--- src/verilog/adcm_pkg.sv ---
/*
  adcm_pkg: constants and state types shared by the conversion and mode control block.
  Assumes a 40 MHz system clock; the conversion timing is counted in cycles of that clock.
*/
package adcm_pkg;
  // clock period in picoseconds
  localparam int ADCM_CLK_PS = 25000;
  // conversion times in nanoseconds
  localparam int ADCM_CONV_ANA_NS = 9000;
  localparam int ADCM_CONV_TEMP_NS = 27000;
  // number of result bits, trial steps per conversion
  localparam int ADCM_BITS = 10;
  // cycles of one conversion and of one trial step
  localparam int ADCM_CONV_ANA_CYC = (ADCM_CONV_ANA_NS * 1000) / ADCM_CLK_PS;
  localparam int ADCM_CONV_TEMP_CYC = (ADCM_CONV_TEMP_NS * 1000) / ADCM_CLK_PS;
  localparam logic [6:0] ADCM_STEP_ANA = 7'(ADCM_CONV_ANA_CYC / ADCM_BITS);
  localparam logic [6:0] ADCM_STEP_TEMP = 7'(ADCM_CONV_TEMP_CYC / ADCM_BITS);
  // channel address of the temperature sensor, also the reset selection
  localparam logic [2:0] ADCM_CH_TEMP = 3'h0;
  // first trial code: the result's top bit
  localparam logic [9:0] ADCM_DAC_MID = 10'h200;
  localparam logic [3:0] ADCM_TOP_BIT = 4'h9;

  typedef enum logic {ADCM_ACQ, ADCM_CONV} adcm_state_t;

  typedef struct packed {
    adcm_state_t st;
    logic busy;
    logic hold;
    logic pdown;
    logic [2:0] chan;
    logic temp;
    logic [6:0] step;
    logic [3:0] bitn;
    logic [9:0] dac;
    logic [9:0] result;
    logic valid;
    logic start_prev;
  } adcm_reg_t;
endpackage

--- src/verilog/adcm_conv_ctrl.sv ---
/*
  adcm_conv_ctrl: conversion sequencing and power-mode control of a 10-bit SAR converter.
  Assumes the start pin is asynchronous, the comparator and channel load come from
  logic on CLK_I, and the analog section obeys HOLD_O, DAC_CODE_O and POWER_DOWN_O.
*/
// Operation
// start falling edge: hold the sampler, begin conversion, busy high until done
// temperature conversion keeps busy high 27 us, longer than analog 9 us
// acquisition restarts when conversion ends, lasts until next start falling edge
// controller leaves at least 100 ns acquisition before next start
// results are straight binary over 1024 codes, whole-LSB transitions
// loading channel address 000 selects the temperature sensor
// after reset the channel selection is the temperature sensor
// consumer computes degrees as code divided by four minus 103
// start level at conversion end selects the mode for that conversion
// start already high when busy falls: stay powered
// first mode: controller waits 100 ns after serial read before start
// start still low when busy falls: power down as busy deasserts
// powered down: rising start edge powers the device up again
// start falling edges during busy are ignored, conversion continues
`timescale 1ns/10ps
module adcm_conv_ctrl
  import adcm_pkg::*;
(
  input wire logic CLK_I,
  input wire logic RSTN_I,
  input wire logic CONVERSION_START_N_I,
  input wire logic COMPARATOR_I,
  input wire logic CHAN_LOAD_I,
  input wire logic [2:0] CHAN_ADDR_I,
  output logic BUSY_O,
  output logic HOLD_O,
  output logic POWER_DOWN_O,
  output logic [2:0] CHAN_SEL_O,
  output logic [9:0] DAC_CODE_O,
  output logic [9:0] RESULT_O,
  output logic RESULT_VALID_O
);
  adcm_reg_t r;
  adcm_reg_t n;
  logic start_s;
  logic start_fall;
  logic start_rise;
  logic [9:0] decided;

  // start pin crosses into the clock domain
  adcm_sync2 u_start_sync (
    .clk_i(CLK_I),
    .rstn_i(RSTN_I),
    .d_i(CONVERSION_START_N_I),
    .q_o(start_s)
  );

  // edges of the synchronised start level
  assign start_fall = r.start_prev & ~start_s;
  assign start_rise = ~r.start_prev & start_s;

  // next state of the whole controller
  always_comb begin
    n = r;
    n.valid = 1'b0;
    n.start_prev = start_s;
    decided = r.dac;
    if (CHAN_LOAD_I) begin
      n.chan = CHAN_ADDR_I;
    end
    case (r.st)
      ADCM_ACQ: begin
        if (start_rise && r.pdown) begin
          n.pdown = 1'b0;
        end
        if (start_fall) begin
          n.st = ADCM_CONV;
          n.busy = 1'b1;
          n.hold = 1'b1;
          n.pdown = 1'b0;
          n.temp = (r.chan == ADCM_CH_TEMP);
          n.step = (r.chan == ADCM_CH_TEMP) ? ADCM_STEP_TEMP - 7'h1 : ADCM_STEP_ANA - 7'h1;
          n.bitn = ADCM_TOP_BIT;
          n.dac = ADCM_DAC_MID;
        end
      end
      ADCM_CONV: begin
        // start edges are not looked at here R14
        if (r.step != 7'h0) begin
          n.step = r.step - 7'h1;
        end else begin
          // keep the trial bit only when the input is at or above the trial code R05
          if (!COMPARATOR_I) begin
            decided[r.bitn] = 1'b0;
          end
          n.dac = decided;
          if (r.bitn == 4'h0) begin
            n.st = ADCM_ACQ;
            n.busy = 1'b0;
            n.hold = 1'b0;
            n.result = decided;
            n.valid = 1'b1;
            n.pdown = ~start_s;
          end else begin
            n.bitn = r.bitn - 4'h1;
            n.dac[r.bitn - 4'h1] = 1'b1;
            n.step = r.temp ? ADCM_STEP_TEMP - 7'h1 : ADCM_STEP_ANA - 7'h1;
          end
        end
      end
      default: begin
        n.st = ADCM_ACQ;
      end
    endcase
  end

  // state register; reset selects the temperature channel
  always_ff @(posedge CLK_I) begin
    if (!RSTN_I) begin
      r <= '{st: ADCM_ACQ, busy: 1'b0, hold: 1'b0, pdown: 1'b0, chan: ADCM_CH_TEMP, temp: 1'b1,
             step: 7'h0, bitn: 4'h0, dac: 10'h000, result: 10'h000, valid: 1'b0,
             start_prev: 1'b1};
    end else begin
      r <= n;
    end
  end

  // outputs straight from the state flops
  assign BUSY_O = r.busy;
  assign HOLD_O = r.hold;
  assign POWER_DOWN_O = r.pdown;
  assign CHAN_SEL_O = r.chan;
  assign DAC_CODE_O = r.dac;
  assign RESULT_O = r.result;
  assign RESULT_VALID_O = r.valid;

  // busy length counter read only by the checks
  // long durations are counted here so that no property needs a long repetition
  logic [10:0] busy_len_r;
  always_ff @(posedge CLK_I) begin
    if (!RSTN_I) begin
      busy_len_r <= 11'h000;
    end else if (r.busy) begin
      busy_len_r <= busy_len_r + 11'h001;
    end else begin
      busy_len_r <= 11'h000;
    end
  end
endmodule

--- src/verilog/adcm_sync2.sv ---
/*
  adcm_sync2: two flip-flop synchroniser for one level from outside the clock domain.
  Assumes the input may change at any time; only the second stage is visible.
*/
`timescale 1ns/10ps
module adcm_sync2 (
  input wire logic clk_i,
  input wire logic rstn_i,
  input wire logic d_i,
  output logic q_o
);
  logic meta_r;

  // idle level of the active-low start pin is high
  always_ff @(posedge clk_i) begin
    if (!rstn_i) begin
      meta_r <= 1'b1;
      q_o <= 1'b1;
    end else begin
      meta_r <= d_i;
      q_o <= meta_r;
    end
  end
endmodule
--- config.mk ---
export PLATFORM = sky130hd
export DESIGN_NAME = adcm_conv_ctrl
export DESIGN_NICKNAME = d
export VERILOG_FILES = /design/src/verilog/adcm_pkg.sv /design/src/verilog/adcm_conv_ctrl.sv /design/src/verilog/adcm_sync2.sv
export SDC_FILE = /design/constraint.sdc
export NUM_CORES = 1
export LEC_CHECK = 0
export BUFFER_PORTS_ARGS = -buffer_cell sky130_fd_sc_hd__buf_4
export CAP_MARGIN = 20
export CORE_MARGIN = 2
export CORE_UTILIZATION = 60
export CTS_CLUSTER_DIAMETER = 50
export DETAILED_ROUTE_END_ITERATION = 10
export PLACE_DENSITY = 0.91
export SYNTH_ARGS = -nofsm -noshare
export SYNTH_HDL_FRONTEND = slang
export SYNTH_SLANG_ARGS = --single-unit
export TNS_END_PERCENT = 5
--- constraint.sdc ---
create_clock -name CLK_I -period 3 [get_ports CLK_I]
set_input_delay 0.15 -clock CLK_I [delete_from_list [all_inputs] [get_ports CLK_I]]
set_output_delay 0.15 -clock CLK_I [all_outputs]
set_load 0.05 [all_outputs]
==> summary.md <==
| Metric | Value |
|---|---|
| Status | finished, final reports clean |
| Vias per inst | 5.85 |
| DP Worst Slack | 0.904 ns |
| Arrival time at the worst endpoint | 2.35 ns |
| Number of port buffers | 34 |
| Clk pwr share | 27.6% |
| Post-synth EDFFs | 0 |
| CTS tree | built |
| # rows | 21 |
| Fin Hold WS | 0.0291 ns |
| Final Wtd Congestion | 0.905 |
| Top FF cell, synth | dfxtp_1 |
| Comb pwr share | 16.4% |
| Synth unique cells | 55 |
| Max-Cap Viols | 0 |
| Crit Path Category | reg -> reg |
| Cell Chain, Critical Path | inv_1, ha_1, nor3b_2, nand3_1, a21oi_1, nor2_1 |
| Iteration count of the initial detailed-routing pass | 4 |
| Placed Cells | 294 |
| Worst stage delay on the critical path | 0.57 ns |
| Initial DRC Count | 78 |
| Pwr dens | 472 nW/um^2 |
| Reg clk slew, reported paths | 0.13 ns |
| Setup_tns | 0 ns |
| Net Count, Synth | 257 |
| DIE HEIGHT | 63.9 um |
| Tightest Pin Transition | 0.571 ns |
| Final std cells w/o fill | 303 |
| Cts bufs inserted | 5 |
| Type of origin of the critical path | flop |
| DR WL/cell | 14.5 um |
| Global-route wire length before repair | 7490 um |
| Fin. max-slew vios | 0 |
| Seq/Total Area, Yosys | 39.0% |
| # nets final | 265 |
| Fin area | 2310 um^2 |
| DRC Markers | 0 |
| Dominant cells by area after synthesis | dfxtp_1, buf_4, nand3_1 |
| Vias in the first global route | 1600 |
| Hold WC Path Type | in -> reg |
| Placed inst area | 2230 um^2 |
| Largest net degree at the start of global routing | 16 |
| Die width | 63.9 um |
| Layout cells sized above 1 | 23.7% |
| PostCTS Resize Cnt | 0 |
| Min Clock Period, post-route | 2.11 ns |
| Core Region | 3390 um^2 |
| Register bit total from synthesis | 42 |
| Final setup viols | 0 |
| I/O pins | 35 |
| # H-tree levels | 2 |
| Top post-synthesis cells by count | dfxtp_1, buf_4, nand3_1 |
| Max_slew headroom | 61.8% |
| Area share of the leading cell type in the synthesized netlist | 39.0% |
| # diodes | 0 |
| Worst Setup End Kind | flop |
| Tcrit/Tclk final | 70.5% |
| Fillers | 289 |
| Mapped cell area | 2160 um^2 |
| Peak Freq | 0.473 GHz |
| Syn avg cell area | 8.69 um^2 |
| Seq pwr share | 56.0% |
| Final hold violation count | 0 |
| Fin util | 68.1% |
| Total gr overflow | 0 |
| Clock Latency Late Sink | 0.36 ns |
| Clk sinks | 42 |
| Initial antenna violation count | 0 |
| Die area | 4090 um^2 |
| Critical Path Slowest Stage Cell | nand3_1 |
| Sw Ratio | 30.6% |
| Initial Utilization | 63.6% |
| Worst-path maximum fanout | 13 |
| Total Wirelength | 4390 um |
| Count leader, synth | dfxtp_1 |
| Static leakage | 0.881 nW |
| RSZ-0062 raised after global routing | false |
| FFs w/ async S/R, synth | 0% |
| YS warnings | 0 |
| Max Root-Sink Buffers | 2 |
| Sw power | 0.333 mW |
| Dpl hpwl | 3060 um |
| Total power | 1.09 mW |
| CP required | 3.24 ns |
| Synth-to-Final Area Change | 7.02% |
| Synth Instances | 248 |
| Clk root buf | clkbuf_4 |
| Post-route ant nets | 0 |
| Total GRT Usage | 23.4% |
| Vias | 1773 |
| Setup ws final | 0.886 ns |
| Final Skew | 0.0131 ns |
| Int Pwr | 0.756 mW |
| Cell type with the largest total area after synthesis | dfxtp_1 |
| Worst VDD drop | 0.318 mV |
path summary, 6_finish.rpt:
| kind | to | slack, ns | start | depth (start not counted) |
|---|---|---|---|---|
| worst max-delay path | BUSY_O | 0.89 | r[26] | 6 |
| worst max register to register | BUSY_O | 0.89 | r[26] | 6 |
| worst min register to register | u_start_sync.q_o | 0.42 | u_start_sync.meta_r | 1 |
| worst min-delay path | CHAN_SEL_O[2] | 0.03 | CHAN_ADDR_I[2] | 3 |
per-layer routing:
metal / GRT usage [%] / up-vias / routed length (um)
met5: 0 / - / 0
met4: 8.15 / 0 / 49
met3: 5.81 / 6 / 290
met2: 35.9 / 63 / 1920
met1: 32.0 / 820 / 2130
li1: - / 884 / -
power by group through the flow:
stage | registers (mW) | logic, mW | clock network (mW)
2_1_floorplan | 0.613 | 0.147 | 0
6_report | 0.609 | 0.179 | 0.300
5_1_grt | 0.614 | 0.194 | 0.327
4_1_cts | 0.609 | 0.177 | 0.305
3_3_place_gp | 0.620 | 0.172 | 0
3_5_place_dp | 0.621 | 0.175 | 0
kinds of logic (layout without fill, tap and decap cells):
| logic type | after synthesis | after routing | synth area share [%] |
|---|---|---|---|
| compound gates | 57 | 57 | 18.6 |
| xor+xnor | 1 | 1 | 0.406 |
| fa+ha+maj | 1 | 1 | 0.580 |
| buf+inv | 43 | 52 | 13.0 |
| flops | 42 | 42 | 39.0 |
| mux | 3 | 3 | 1.39 |
| simple gates | 101 | 101 | 27.0 |
cell type report:
class / count / area [um^2] / share of cell area, %
multi-input combinational: 163 / 1030 / 44.8
sequential: 42 / 841 / 36.4
timing repair buffer: 38 / 288 / 12.5
tap: 46 / 57.6 / 2.49
clock buffer: 6 / 51.3 / 2.22
inverter: 6 / 22.5 / 0.976
clock inverter: 2 / 12.5 / 0.542
cells in the final DEF, fill, tap and decap left out, drive strengths merged, types with 4 or more instances in the layout:
cell / count
o311ai: 4
nor3: 7
nand2: 23
nor4: 4
o21ai: 9
nor2: 14
nor2b: 7
dfxtp: 42
inv: 6
nand3: 24
a21oi: 21
buf: 37
clkbuf: 6
nor3b: 6
timing repair:
item	in CTS	in global routing
buffers inserted	0	0
endpoints found under the hold margin	1	0
hold buffers	1	0
worst max-delay path: cells and delay by family, from the launching register on:
kind                     cells  cell delay, ns
buffers and inverters        1            0.06
AND/OR/NAND/NOR              3            1.11
adder cells (fa/ha/maj)      1            0.15
flip-flops                   1            0.35
AO/OA/AOI/OAI                1            0.31
registers in the layout, indices dropped and copies added, names as in the netlist:
signal               flops
CHAN_SEL_O               3
u_start_sync.meta_r      1
POWER_DOWN_O             1
r                       14
RESULT_VALID_O           1
DAC_CODE_O              10
u_start_sync.q_o         1
BUSY_O                   1
RESULT_O                10
No activity file was read; power rests on OpenSTA's default activity.
